[src/logic/fcs_pkg.sv]
// Purpose: Shared constants and carriers for the flash command block.
// Assumes: Byte-wide registers on a plain strobe port, one clock.
// Notes: Every offset, bit position and code, and the byte and security reset values, live here.

package fcs_pkg;

	// ==========================================================
	// Register offsets on the plain register port.
	// ==========================================================
	localparam int ADDR_W = 4;
	localparam logic [3:0] OFS_PROTECTION = 4'h0;
	localparam logic [3:0] OFS_STATUS = 4'h1;
	localparam logic [3:0] OFS_COMMAND = 4'h2;
	localparam logic [3:0] OFS_DIVIDER = 4'h3;
	localparam logic [3:0] OFS_IRQ_STATUS = 4'h4;
	localparam logic [3:0] OFS_IRQ_MASK = 4'h5;
	localparam logic [3:0] OFS_SECURITY = 4'h6;

	// ==========================================================
	// Field positions.
	// ==========================================================
	localparam int PROT_DISABLE_BIT = 0;
	localparam int PROT_SELECT_LSB = 1;
	localparam int PROT_SELECT_W = 7;
	localparam int ST_BUFFER_EMPTY = 7;
	localparam int ST_COMPLETE = 6;
	localparam int ST_VIOLATION = 5;
	localparam int ST_ACCESS_ERROR = 4;
	localparam int ST_BLANK = 2;
	// Interrupt status and mask bits.
	localparam int IRQ_W = 3;
	localparam int IRQ_COMPLETE = 0;
	localparam int IRQ_VIOLATION = 1;
	localparam int IRQ_ACCESS_ERROR = 2;
	// Page erase granularity is 512 bytes, so nine offset bits.
	localparam int PAGE_BITS = 9;

	// ==========================================================
	// Command codes and security values.
	// ==========================================================
	localparam logic [7:0] CMD_BLANK_CHECK = 8'h05;
	localparam logic [7:0] CMD_BYTE_PROGRAM = 8'h20;
	localparam logic [7:0] CMD_BURST_PROGRAM = 8'h25;
	localparam logic [7:0] CMD_PAGE_ERASE = 8'h40;
	localparam logic [7:0] CMD_MASS_ERASE = 8'h41;
	localparam logic [1:0] SECURITY_UNSECURED = 2'h2;

	// ==========================================================
	// Reset values.
	// ==========================================================
	localparam logic [7:0] RST_BYTE = 8'h00;
	localparam logic [1:0] RST_SECURITY = 2'h0;

	// Register port request, one strobe at a time.
	typedef struct packed {
		logic wr;
		logic rd;
		logic [3:0] addr;
		logic [7:0] wdata;
	} fcs_bus_req_t;

	// Operation handed to the array engine.
	typedef struct packed {
		logic [7:0] cmd;
		logic [15:0] addr;
		logic [7:0] data;
	} fcs_op_t;

endpackage

[src/logic/fcs_flash_cmd.sv]
// Purpose: Command launch, status flags and block protection of the flash.
// Assumes: Array engine on ref_clk; stop and debug inputs are synchronous.
// Notes: Byte registers on a plain strobe port, read data one cycle later.
// Behaviour
// - Protection loaded from nonvolatile copy; always readable.
// - Protection enabled: only smaller select values accepted.
// - Protection disabled: writes leave protection unchanged.
// - Select field bounds unprotected region; top protected.
// - Disable bit clear blocks program/erase of block.
// - Writing one to buffer-empty launches; flag clears.
// - Only a burst program may wait in the buffer behind a running burst.
// - Complete flag tracks idle; clears on launch.
// - Protected program/erase ignored; violation flag, write-one clear.
// - Sequence, divider or stop errors set access error.
// - Blank flag set by passing check; cleared by launch.
// - Decode blank check, byte and burst program.
// - Decode page erase and mass erase.
// - Any other code raises access error.
// - Debug mode may rewrite protection freely.
// - Passing blank check unsecures the device.

`timescale 1ns/1ns

module fcs_flash_cmd (
	input wire logic ref_clk,
	input wire logic arst_n,
	input wire fcs_pkg::fcs_bus_req_t bus_req,
	output logic [7:0] rd_data,
	input wire logic [7:0] nonvolatile_protection_copy,
	input wire logic [1:0] nonvolatile_security,
	input wire logic debug_active,
	input wire logic stop_entry,
	input wire logic arr_wr,
	input wire logic [15:0] arr_addr,
	input wire logic [7:0] arr_wdata,
	output logic op_start,
	output fcs_pkg::fcs_op_t op,
	output logic op_abort,
	input wire logic op_done,
	input wire logic op_blank,
	output logic [7:0] flash_clock_divider,
	output logic [1:0] security_code,
	output logic irq
);

	// ==========================================================
	// Declarations.
	// ==========================================================
	typedef enum logic [1:0] {
		SEQ_IDLE,
		SEQ_DATA,
		SEQ_CMD
	} fcs_seq_t;

	localparam int IRQ_W_L = fcs_pkg::IRQ_W;

	fcs_seq_t seq_reg; // Progress of the three-step command sequence.
	logic load_reg; // High for the first cycle after reset release.
	logic [7:0] prot_reg; // Protection register.
	logic cbe_reg; // Command buffer empty flag.
	logic cc_reg; // Command complete flag.
	logic blank_reg; // Array verified blank flag.
	logic div_set_reg; // Divider has been written since reset.
	logic [7:0] div_reg; // Clock divider value for the engine.
	logic [15:0] lat_addr_reg; // Latched array address.
	logic [7:0] lat_data_reg; // Latched array data.
	logic [7:0] lat_cmd_reg; // Latched command code.
	logic pend_reg; // Launched command waits for the engine.
	fcs_pkg::fcs_op_t pend_op_reg; // The waiting command.
	logic run_reg; // Engine is executing a command.
	logic [7:0] run_cmd_reg; // Code of the running command.
	logic [1:0] sec_reg; // Security state code.
	logic [IRQ_W_L-1:0] irq_mask_reg; // Interrupt mask.
	logic cc_prev_reg; // Complete flag one cycle ago, for edge detect.
	logic [1:0] err_flags; // Violation and access error flags.
	logic [IRQ_W_L-1:0] irq_flags; // Sticky interrupt status.

	// Decoded register strokes.
	logic wr_prot, wr_stat, wr_cmd, wr_div, wr_irqs, wr_mask;
	logic launch; // Software writes one to the buffer-empty bit.
	logic legal; // Latched code is one of the five commands.
	logic is_burst; // Latched code is burst program.
	logic is_modify; // Latched code programs or erases.
	logic prot_hit; // Latched command touches a protected location.
	logic busy; // A command is running or waiting.
	logic seq_err; // Sequence broken this cycle.
	logic launch_err; // Launch refused as access error.
	logic launch_ok; // Launch accepted into the buffer.
	logic stop_err; // Stop entered while a command was in progress.
	logic transfer; // Waiting command moves to the engine.
	logic [15:0] unprot_end; // Last unprotected array address.
	logic [7:0] stat_byte; // Status register image.

	assign wr_prot = bus_req.wr && (bus_req.addr == fcs_pkg::OFS_PROTECTION);
	assign wr_stat = bus_req.wr && (bus_req.addr == fcs_pkg::OFS_STATUS);
	assign wr_cmd = bus_req.wr && (bus_req.addr == fcs_pkg::OFS_COMMAND);
	assign wr_div = bus_req.wr && (bus_req.addr == fcs_pkg::OFS_DIVIDER);
	assign wr_irqs = bus_req.wr && (bus_req.addr == fcs_pkg::OFS_IRQ_STATUS);
	assign wr_mask = bus_req.wr && (bus_req.addr == fcs_pkg::OFS_IRQ_MASK);
	assign launch = wr_stat && bus_req.wdata[fcs_pkg::ST_BUFFER_EMPTY];

	// ==========================================================
	// Command decode and protection check.
	// ==========================================================
	// Decode the latched code against the five recognised commands.
	always_comb begin
		legal = 1'b0;
		is_burst = 1'b0;
		is_modify = 1'b0;
		unique case (lat_cmd_reg)
			fcs_pkg::CMD_BLANK_CHECK: begin
				legal = 1'b1;
			end
			fcs_pkg::CMD_BYTE_PROGRAM: begin
				legal = 1'b1;
				is_modify = 1'b1;
			end
			fcs_pkg::CMD_BURST_PROGRAM: begin
				legal = 1'b1;
				is_modify = 1'b1;
				is_burst = 1'b1;
			end
			fcs_pkg::CMD_PAGE_ERASE, fcs_pkg::CMD_MASS_ERASE: begin
				legal = 1'b1;
				is_modify = 1'b1;
			end
			default: begin
				// Every other code is illegal.
				legal = 1'b0;
			end
		endcase
	end

	// The select field gives the top of the unprotected area in whole
	// pages; everything above it up to the array end is protected.
	assign unprot_end = {prot_reg[7:1], {fcs_pkg::PAGE_BITS{1'b1}}};

	// Mass erase always reaches the protected block while it is enabled.
	always_comb begin
		prot_hit = 1'b0;
		if (!prot_reg[fcs_pkg::PROT_DISABLE_BIT] && is_modify) begin
			if (lat_cmd_reg == fcs_pkg::CMD_MASS_ERASE) begin
				prot_hit = 1'b1;
			end else begin
				prot_hit = (lat_addr_reg > unprot_end);
			end
		end
	end

	// ==========================================================
	// Launch qualification.
	// ==========================================================
	assign busy = run_reg || pend_reg;
	// A stroke out of order breaks the sequence: array write while the
	// buffer is full, command write with no data, launch with no command.
	assign seq_err = (arr_wr && (!cbe_reg || seq_reg != SEQ_IDLE)) ||
		(wr_cmd && seq_reg != SEQ_DATA) ||
		(launch && seq_reg != SEQ_CMD);

	// Only a burst behind a running burst may wait in the buffer.
	always_comb begin
		launch_err = 1'b0;
		launch_ok = 1'b0;
		if (launch && seq_reg == SEQ_CMD) begin
			if (!legal) begin
				launch_err = 1'b1;
			end else if (is_modify && !div_set_reg) begin
				launch_err = 1'b1;
			end else if (busy && !(is_burst && !pend_reg &&
				run_cmd_reg == fcs_pkg::CMD_BURST_PROGRAM)) begin
				launch_err = 1'b1;
			end else if (!prot_hit) begin
				launch_ok = 1'b1;
			end
		end
	end

	assign stop_err = stop_entry && busy;
	assign transfer = pend_reg && !run_reg && !stop_entry;

	// ==========================================================
	// Sequence tracker.
	// ==========================================================
	// Any launch attempt or error ends the sequence, so an ignored
	// command never leaves stale latches armed.
	always_ff @(posedge ref_clk or negedge arst_n) begin
		if (!arst_n) begin
			seq_reg <= SEQ_IDLE;
		end else if (seq_err || launch || stop_entry) begin
			seq_reg <= SEQ_IDLE;
		end else if (arr_wr) begin
			seq_reg <= SEQ_DATA;
		end else if (wr_cmd) begin
			seq_reg <= SEQ_CMD;
		end
	end

	// Latch the array write and the command code.
	always_ff @(posedge ref_clk or negedge arst_n) begin
		if (!arst_n) begin
			lat_addr_reg <= '0;
			lat_data_reg <= fcs_pkg::RST_BYTE;
			lat_cmd_reg <= fcs_pkg::RST_BYTE;
		end else begin
			if (arr_wr && !seq_err) begin
				lat_addr_reg <= arr_addr;
				lat_data_reg <= arr_wdata;
			end
			if (wr_cmd && !seq_err) begin
				lat_cmd_reg <= bus_req.wdata;
			end
		end
	end

	// ==========================================================
	// Command buffer and engine handover.
	// ==========================================================
	// The buffer holds one accepted command; it empties into the
	// engine as soon as the engine is free.
	always_ff @(posedge ref_clk or negedge arst_n) begin
		if (!arst_n) begin
			pend_reg <= 1'b0;
			pend_op_reg <= '0;
		end else if (stop_entry) begin
			pend_reg <= 1'b0;
		end else if (launch_ok) begin
			pend_reg <= 1'b1;
			pend_op_reg <= '{lat_cmd_reg, lat_addr_reg, lat_data_reg};
		end else if (transfer) begin
			pend_reg <= 1'b0;
		end
	end

	// Engine occupancy; stop entry aborts the running command.
	always_ff @(posedge ref_clk or negedge arst_n) begin
		if (!arst_n) begin
			run_reg <= 1'b0;
			run_cmd_reg <= fcs_pkg::RST_BYTE;
			op_start <= 1'b0;
			op <= '0;
			op_abort <= 1'b0;
		end else begin
			op_start <= transfer;
			op_abort <= stop_err;
			if (stop_entry) begin
				run_reg <= 1'b0;
			end else if (transfer) begin
				run_reg <= 1'b1;
				run_cmd_reg <= pend_op_reg.cmd;
				op <= pend_op_reg;
			end else if (op_done) begin
				run_reg <= 1'b0;
			end
		end
	end

	// ==========================================================
	// Status flags.
	// ==========================================================
	// Buffer empty clears on the launch and sets again once the command
	// leaves the buffer for the array.
	always_ff @(posedge ref_clk or negedge arst_n) begin
		if (!arst_n) begin
			cbe_reg <= 1'b1;
		end else if (launch_ok) begin
			cbe_reg <= 1'b0;
		end else if (transfer || stop_entry) begin
			cbe_reg <= 1'b1;
		end
	end

	// Complete follows the idle condition; software writes do nothing.
	always_ff @(posedge ref_clk or negedge arst_n) begin
		if (!arst_n) begin
			cc_reg <= 1'b1;
			cc_prev_reg <= 1'b1;
		end else begin
			cc_reg <= cbe_reg && !busy && !launch_ok;
			cc_prev_reg <= cc_reg;
		end
	end

	// Blank result of the finishing check; a new launch clears it.
	always_ff @(posedge ref_clk or negedge arst_n) begin
		if (!arst_n) begin
			blank_reg <= 1'b0;
		end else if (op_done && run_reg &&
			run_cmd_reg == fcs_pkg::CMD_BLANK_CHECK) begin
			blank_reg <= op_blank;
		end else if (launch_ok) begin
			blank_reg <= 1'b0;
		end
	end

	// Violation and access error: hardware sets, software writes one.
	fcs_sticky #(
		.W(2)
	) u_err (
		.ref_clk(ref_clk),
		.arst_n(arst_n),
		.set({launch && seq_reg == SEQ_CMD && legal && prot_hit &&
			!launch_err, seq_err || launch_err || stop_err}),
		.clr({wr_stat && bus_req.wdata[fcs_pkg::ST_VIOLATION],
			wr_stat && bus_req.wdata[fcs_pkg::ST_ACCESS_ERROR]}),
		.flag(err_flags)
	);

	// ==========================================================
	// Protection, divider and security state.
	// ==========================================================
	// The nonvolatile copy is caught on the first edge after reset
	// release, since an async reset may only load constants.
	always_ff @(posedge ref_clk or negedge arst_n) begin
		if (!arst_n) begin
			load_reg <= 1'b1;
			prot_reg <= fcs_pkg::RST_BYTE;
			sec_reg <= fcs_pkg::RST_SECURITY;
		end else if (load_reg) begin
			load_reg <= 1'b0;
			prot_reg <= nonvolatile_protection_copy;
			sec_reg <= nonvolatile_security;
		end else begin
			if (op_done && run_reg && op_blank &&
				run_cmd_reg == fcs_pkg::CMD_BLANK_CHECK) begin
				sec_reg <= fcs_pkg::SECURITY_UNSECURED;
			end
			if (wr_prot && debug_active) begin
				prot_reg <= bus_req.wdata;
			end else if (wr_prot && prot_reg[fcs_pkg::PROT_DISABLE_BIT]) begin
				prot_reg <= prot_reg;
			end else if (wr_prot && !bus_req.wdata[0] &&
				bus_req.wdata[7:1] < prot_reg[7:1]) begin
				prot_reg <= bus_req.wdata;
			end
		end
	end

	// The divider value itself is only passed on; the engine times pulses.
	always_ff @(posedge ref_clk or negedge arst_n) begin
		if (!arst_n) begin
			div_reg <= fcs_pkg::RST_BYTE;
			div_set_reg <= 1'b0;
		end else if (wr_div) begin
			div_reg <= bus_req.wdata;
			div_set_reg <= 1'b1;
		end
	end

	assign flash_clock_divider = div_reg;
	assign security_code = sec_reg;

	// ==========================================================
	// Interrupts.
	// ==========================================================
	// Events: completion edge, new violation, new access error.
	fcs_sticky #(
		.W(IRQ_W_L)
	) u_irq (
		.ref_clk(ref_clk),
		.arst_n(arst_n),
		.set({seq_err || launch_err || stop_err,
			launch && seq_reg == SEQ_CMD && legal && prot_hit && !launch_err,
			cc_reg && !cc_prev_reg}),
		.clr(wr_irqs ? bus_req.wdata[IRQ_W_L-1:0] : {IRQ_W_L{1'b0}}),
		.flag(irq_flags)
	);

	// Mask register, a one lets the matching status bit through.
	always_ff @(posedge ref_clk or negedge arst_n) begin
		if (!arst_n) begin
			irq_mask_reg <= '0;
		end else if (wr_mask) begin
			irq_mask_reg <= bus_req.wdata[IRQ_W_L-1:0];
		end
	end

	// Level output held while any unmasked bit stands.
	always_ff @(posedge ref_clk or negedge arst_n) begin
		if (!arst_n) begin
			irq <= 1'b0;
		end else begin
			irq <= |(irq_flags & irq_mask_reg);
		end
	end

	// ==========================================================
	// Read port.
	// ==========================================================
	// Status image; bits without a function stay zero.
	always_comb begin
		stat_byte = fcs_pkg::RST_BYTE;
		stat_byte[fcs_pkg::ST_BUFFER_EMPTY] = cbe_reg;
		stat_byte[fcs_pkg::ST_COMPLETE] = cc_reg;
		stat_byte[fcs_pkg::ST_VIOLATION] = err_flags[1];
		stat_byte[fcs_pkg::ST_ACCESS_ERROR] = err_flags[0];
		stat_byte[fcs_pkg::ST_BLANK] = blank_reg;
	end

	// Read data stands in the cycle after the strobe and only then.
	always_ff @(posedge ref_clk or negedge arst_n) begin
		if (!arst_n) begin
			rd_data <= fcs_pkg::RST_BYTE;
		end else if (!bus_req.rd) begin
			rd_data <= fcs_pkg::RST_BYTE;
		end else begin
			unique case (bus_req.addr)
				fcs_pkg::OFS_PROTECTION: rd_data <= prot_reg;
				fcs_pkg::OFS_STATUS: rd_data <= stat_byte;
				fcs_pkg::OFS_DIVIDER: rd_data <= div_reg;
				fcs_pkg::OFS_IRQ_STATUS: rd_data <= {5'h00, irq_flags};
				fcs_pkg::OFS_IRQ_MASK: rd_data <= {5'h00, irq_mask_reg};
				fcs_pkg::OFS_SECURITY: rd_data <= {6'h00, sec_reg};
				default: rd_data <= fcs_pkg::RST_BYTE;
			endcase
		end
	end

endmodule // fcs_flash_cmd

[src/logic/fcs_sticky.sv]
// Purpose: A vector of sticky flags, set by hardware, cleared by software.
// Assumes: Set and clear are single-cycle pulses on the same clock.
// Notes: A set in the same cycle as its clear wins, so no event is lost.

`timescale 1ns/1ns

module fcs_sticky #(
	parameter int W = 1
) (
	input wire logic ref_clk,
	input wire logic arst_n,
	input wire logic [W-1:0] set,
	input wire logic [W-1:0] clr,
	output logic [W-1:0] flag
);

	// ==========================================================
	// Flag storage.
	// ==========================================================
	// Set takes priority over clear bit by bit.
	always_ff @(posedge ref_clk or negedge arst_n) begin
		if (!arst_n) begin
			flag <= '0;
		end else begin
			flag <= set | (flag & ~clr);
		end
	end

endmodule // fcs_sticky

[config.mk]
export PLATFORM = sky130hd
export DESIGN_NAME = fcs_flash_cmd
export DESIGN_NICKNAME = d
export VERILOG_FILES = /design/src/logic/fcs_pkg.sv /design/src/logic/fcs_flash_cmd.sv /design/src/logic/fcs_sticky.sv
export SDC_FILE = /design/constraint.sdc
export NUM_CORES = 1
export LEC_CHECK = 0
export BUFFER_PORTS_ARGS = -buffer_cell sky130_fd_sc_hd__clkbuf_2
export CORE_MARGIN = 4
export CORE_UTILIZATION = 56
export DETAILED_ROUTE_END_ITERATION = 6
export PLACE_DENSITY = 0.85
export SYNTH_ARGS = -nofsm -noshare
export SYNTH_HDL_FRONTEND = slang
export SYNTH_HIERARCHICAL = 1
export SYNTH_SLANG_ARGS = --single-unit
[constraint.sdc]
create_clock -name ref_clk -period 3.5 [get_ports ref_clk]
set_clock_uncertainty 0.1 [all_clocks]
set_input_delay 0.35 -clock ref_clk [delete_from_list [all_inputs] [get_ports ref_clk]]
set_output_delay 0.35 -clock ref_clk [all_outputs]
set_load 0.01 [all_outputs]
[Yosys cells after proc, flatten, opt, wreduce, memory -nomap -nowiden]
Cells that the tools add are included.
Word-level totals
  word-level logic and storage cells: 165
  input bits: 55
  output and inout bits: 53
  register bits after elaboration: 143
Cells by class
  reductions and logical operators: 74
  mux-type cells: 36
  bitwise logic cells: 8
  magnitude comparators: 2
  equal/unequal tests: 17
Operators with widths (number)
  case mux 8 bit (6 select lines): 1
  2-to-1 mux 8 bit: 5
  logical AND 1 bit: 37
  equality test 8 x 6 -> 1 bit (second input constant): 3
  2-to-1 mux 1 bit: 24
  equality test 8 x 3 -> 1 bit (second input constant): 2
  equality test 8 x 7 -> 1 bit (second input constant): 2
  > comparator 16 bit: 1
  logical NOT 1 bit: 13
  equality test 4 x 3 -> 1 bit (second input constant): 3
  nonzero test 3 bit: 4
  2-to-1 mux 2 bit: 5
  logical OR 1 bit: 9
  equality test 4 x 2 -> 1 bit (second input constant): 2
  nonzero test 2 bit: 4
  < comparator 7 bit: 1
  bitwise AND 3 bit: 2
  AND reduction 2 bit: 3
  OR reduction 5 bit: 1
  equality test 4 x 1 -> 1 bit (second input constant): 1
  logical NOT 4 bit: 1
  OR reduction 4 bit: 1
  2-to-1 mux 3 bit: 1
  != test 3 bit (second input constant): 1
  10 further kinds: 10

[Longest topological paths before layout]
  depth in word-level cells: 13
  mapped depth: 9
  gate-level depth less buffers: 8

[Modules after synthesis]
Netlist, hierarchy kept.
Modules (own cells, without submodules)
  fcs_flash_cmd: cells each 465, area each 6129.6 sq um, instances 1
  fcs_sticky (u_irq): cells each 9, area each 108.9 sq um, instances 1
  fcs_sticky (u_err): cells each 6, area each 72.6 sq um, instances 1

[Worst setup path after synthesis]
No wires, ideal clock.
  path type: register to register
  start point: reg prot_reg[5]
  end point: reg pend_op_reg[0] in the netlist's numbering
  cell stages (with the launch flop): 10
  path slack: 1.061 ns
  data required time: 3.275 ns
  setup time: 0.125 ns
  data arrival time: 2.214 ns
  clock period less this slack: 2.439 ns
  path buffers: 1
  cells stage by stage: dfrtp_1 > inv_1 > ha_1 > nand4_1 > or4_1 > o311a_1 > o21ai_2 > nand3b_4 > buf_6 > mux2_4
On the way
  word-level cells in the longest chain between the ends: 9
RTL lines
  start: declaration: RTL line fcs_flash_cmd.sv:59  | logic [7:0] prot_reg;
  start signal: assignment: RTL line fcs_flash_cmd.sv:316  | prot_reg <= fcs_pkg::RST_BYTE;
  start signal: assignment: RTL line fcs_flash_cmd.sv:320  | prot_reg <= nonvolatile_protection_copy;
  start signal: assignment: RTL line fcs_flash_cmd.sv:328  | prot_reg <= bus_req.wdata;
  > comparator 16 bit: RTL line fcs_flash_cmd.sv:145  | prot_hit = (lat_addr_reg > unprot_end);
  2-to-1 mux 1 bit: RTL line fcs_flash_cmd.sv:142  | if (lat_cmd_reg == fcs_pkg::CMD_MASS_ERASE) begin
  2-to-1 mux 1 bit: RTL line fcs_flash_cmd.sv:141  | if (!prot_reg[fcs_pkg::PROT_DISABLE_BIT] && is_modify) begin
  2-to-1 mux 1 bit: RTL line fcs_flash_cmd.sv:172  | end else if (!prot_hit) begin
  2-to-1 mux 1 bit: RTL line fcs_flash_cmd.sv:169  | end else if (busy && !(is_burst && !pend_reg &&
  2-to-1 mux 1 bit: RTL line fcs_flash_cmd.sv:167  | end else if (is_modify && !div_set_reg) begin
  2-to-1 mux 1 bit: RTL line fcs_flash_cmd.sv:165  | if (!legal) begin
  2-to-1 mux 1 bit: RTL line fcs_flash_cmd.sv:164  | if (launch && seq_reg == SEQ_CMD) begin
  AND reduction 2 bit (no line)
  end signal: assignment: RTL line fcs_flash_cmd.sv:228  | pend_op_reg <= '{lat_cmd_reg, lat_addr_reg, lat_data_reg};
  end: declaration: RTL line fcs_flash_cmd.sv:69  | fcs_pkg::fcs_op_t pend_op_reg;
Every way passes these cells.
A chain may end at the register's enable or synchronous reset.

[Final worst setup path]
Same ends and word-level chain as after synthesis.

==> metrics.md <==
| Metric | Value |
|---|---|
| Run status | `complete, but fails checks` |
| Failing checks | `hold timing` |
| Die H | `114 um` |
| Simple-Gate Fraction of Synth Area | `0.102` |
| Root Buffer | `clkbuf_16` |
| Port-buffer cells | `107` |
| Most frequent cells in the layout | `dfrtp_1 (139), clkbuf_2 (106), mux2_2 (78)` |
| Period minus WS final | `3.05 ns` |
| Clk sink count | `143` |
| Max-Cap Viols | `0` |
| Final nets | `663` |
| Slew Limit Fails | `0` |
| Post-route ant nets | `0` |
| Num rows | `38` |
| RSZ-0062 raised after global routing | `no` |
| Post-CTS Setup Repair Bufs | `0` |
| Final Hold Fails | `28` |
| YS warnings | `6` |
| Io pins | `108` |
| Worst setup EP type | `register` |
| Final period util | `0.872` |
| Post-Synth Adder-Cell Area | `0.0258` |
| Die area | `13000 um^2` |
| Number of H-tree levels | `4` |
| CTS tree | `done` |
| CTS buffer count | `17` |
| Drt total wl | `14600 um` |
| Diodes inserted | `0` |
| Cell area power density | `542 nW/um^2` |
| Clock Latency Late Sink | `0.42 ns` |
| Reg2Reg Launch Point | `prot_reg[5]` |
| Yosys cell types | `55` |
| Register area | `3580 um^2` |
| Slew headroom | `0.324` |
| Core Area | `10900 um^2` |
| Hold_buf cts | `0` |
| Top FF cell, synth | `dfrtp_1` |
| Pleak | `3.82 nW` |
| Vias in the first global route | `4542` |
| Crit path required time | `3.70 ns` |
| XOR/XNOR Fraction of Synth Area | `0.00278` |
| Register bit total from synthesis | `143` |
| FF-to-FF path depth | `8` |
| CP Launch Type | `register` |
| Area grow syn2layout | `19.8%` |
| Asr flop ratio synth | `1.00` |
| Hold Slack | `-0.0436 ns` |
| Syn Area/Cell | `13.1 um^2` |
| Largest net degree at the start of global routing | `115` |
| R2R Setup Slk | `0.45 ns` |
| Area of the multi-input gates | `2580 um^2` |
| Die W | `114 um` |
| Largest vdd supply drop | `281 uV` |
| Commonest non-fill, non-tap cell in the layout | `dfrtp_1` |
| R2r endpoint | `pend_op_reg[0]` |
| DR DRC count | `0` |
| Filler cell count | `770` |
| Gr ovfl total | `0` |
| DP HPWL | `10200 um` |
| # setup viols final | `0` |
| # resized after CTS | `0` |
| Largest family of logic cells by synthesized area | `multiplexers` |
| Reg clk slew, reported paths | `0.06 ns` |
| Number of synthesized flops with an enable pin | `0` |
| Place WS | `0.473 ns` |
| CTS Buffer Depth | `2` |
| GP Congestion | `0.932` |
| GRT Total Usage | `0.239` |
| HP Class | `input port to async pin` |
| CP Class | `register to register` |
| F_max | `328 MHz` |
| Syn Std Cell Area | `6310 um^2` |
| Initial antenna violation count | `0` |
| Drt wl/cell | `19.5 um` |
| Drt first pass iters | `5` |
| Drt first-iter violations | `344` |
| Starting density of the core | `0.577` |
| Crit-path max FO | `32` |
| Via density per instance | `5.73` |
| CP Data Arrival Time | `3.25 ns` |
| Max reg flops | `32` |
| Setup ws final | `0.449 ns` |
| Cell count after synthesis | `480` |
| Worst slew pin tran | `1.01 ns` |
| First-pass GRT wire length | `23900 um` |
| Setup_tns | `0 ns` |
| Via count | `4277` |
| Sequential share of the synthesized area | `0.568` |
| Syn Nets | `548` |
| Multiplexer area fraction after synthesis | `0.212` |
| Share of layout cells above drive strength 1 | `0.427` |
| Synth Area in Compound Gates | `0.0646` |
## critical path, stage by stage (launching register included)
cell	delay, ns
dfrtp_1	0.38
inv_1	0.09
ha_1	0.31
nand4_1	0.13
or4_1	0.56
o311a_1	0.15
o21ai_2	0.23
nand3b_4	0.49
mux2_4	0.48
## worst max path at each step
stage                            endpoint  depth (start not counted)   startpoint
after floorplan            pend_op_reg[0]                          9  prot_reg[5]
after global placement    pend_op_reg[10]                          8  prot_reg[5]
after detailed placement  pend_op_reg[11]                          8  prot_reg[5]
after CTS                 pend_op_reg[11]                          8  prot_reg[5]
after global routing       pend_op_reg[5]                          8  prot_reg[5]
final                      pend_op_reg[0]                          8  prot_reg[5]
## cell families (layout without fill, tap and decap cells)
logic type / Yosys count / in the layout
muxes: 111 / 111
adders and majority gates: 13 / 13
other: 1 / 1
xor gates and xnor gates: 2 / 2
buffers and inverters: 33 / 160
DFF: 143 / 143
and+or+nand+nor: 115 / 115
AOI/OAI and AO/OA: 62 / 62
## per-layer routing
metal / up-vias / wire [um] / global-route usage
li1: 1957 / - / -
met4: 0 / 317 / 0.0831
met3: 28 / 824 / 0.0507
met5: - / 0 / 0
met1: 2126 / 5960 / 0.307
met2: 166 / 7470 / 0.404
## cell usage after synthesis, types with 2 or more instances
cell      count  area (um^2)
a211oi_1      3         22.5
a21o_1        7         52.6
a21oi_1      15         75.1
a221oi_1      2         17.5
a31oi_1       9         56.3
and2_1       11         68.8
and3_1        4         25.0
buf_4         2         15.0
buf_6         3         33.8
clkbuf_1      9         33.8
dfrtp_1     139         3480
dfstp_2       4          105
ha_1         13          163
inv_1        16         60.1
mux2_2       78          878
mux2_4       26          390
mux2i_1       7         70.1
nand2_1      12         45.0
nand2b_1      9         56.3
nand3_1      12         60.1
nand3b_1      4         30.0
nand4_1       5         31.3
nor2_1       31          116
nor2b_1       8         50.1
nor3_1        2         10.0
nor3b_1       2         15.0
nor4_1        3         18.8
o21ai_0      13         65.1
or3b_2        3         26.3
or4_1         3         22.5
## final cells by class
cell class                 instances  area share
sequential                       143       0.474
multi-input combinational        304       0.341
timing repair buffer             112      0.0766
clock buffer                      20      0.0591
tap                              140      0.0232
clock inverter                    11      0.0175
inverter                          17     0.00844
## report_power, final
part,total [mW],internal (mW),switching (mW)
Sequential,1.89,1.77,0.114
Clock,1.78,1.07,0.705
Combinational,0.432,0.209,0.223
## through the flow
stage	std cells	util	power [mW]	cell area (um^2)
after floorplan	480	-	2.14	6310
after global placement	716	0.638	2.31	6980
after detailed placement	716	0.638	2.34	6980
after CTS	747	0.691	4.11	7560
after global routing	747	0.691	4.27	7560
final	747	0.691	4.10	7560
Note: power is estimated with default switching activity, not from simulation.
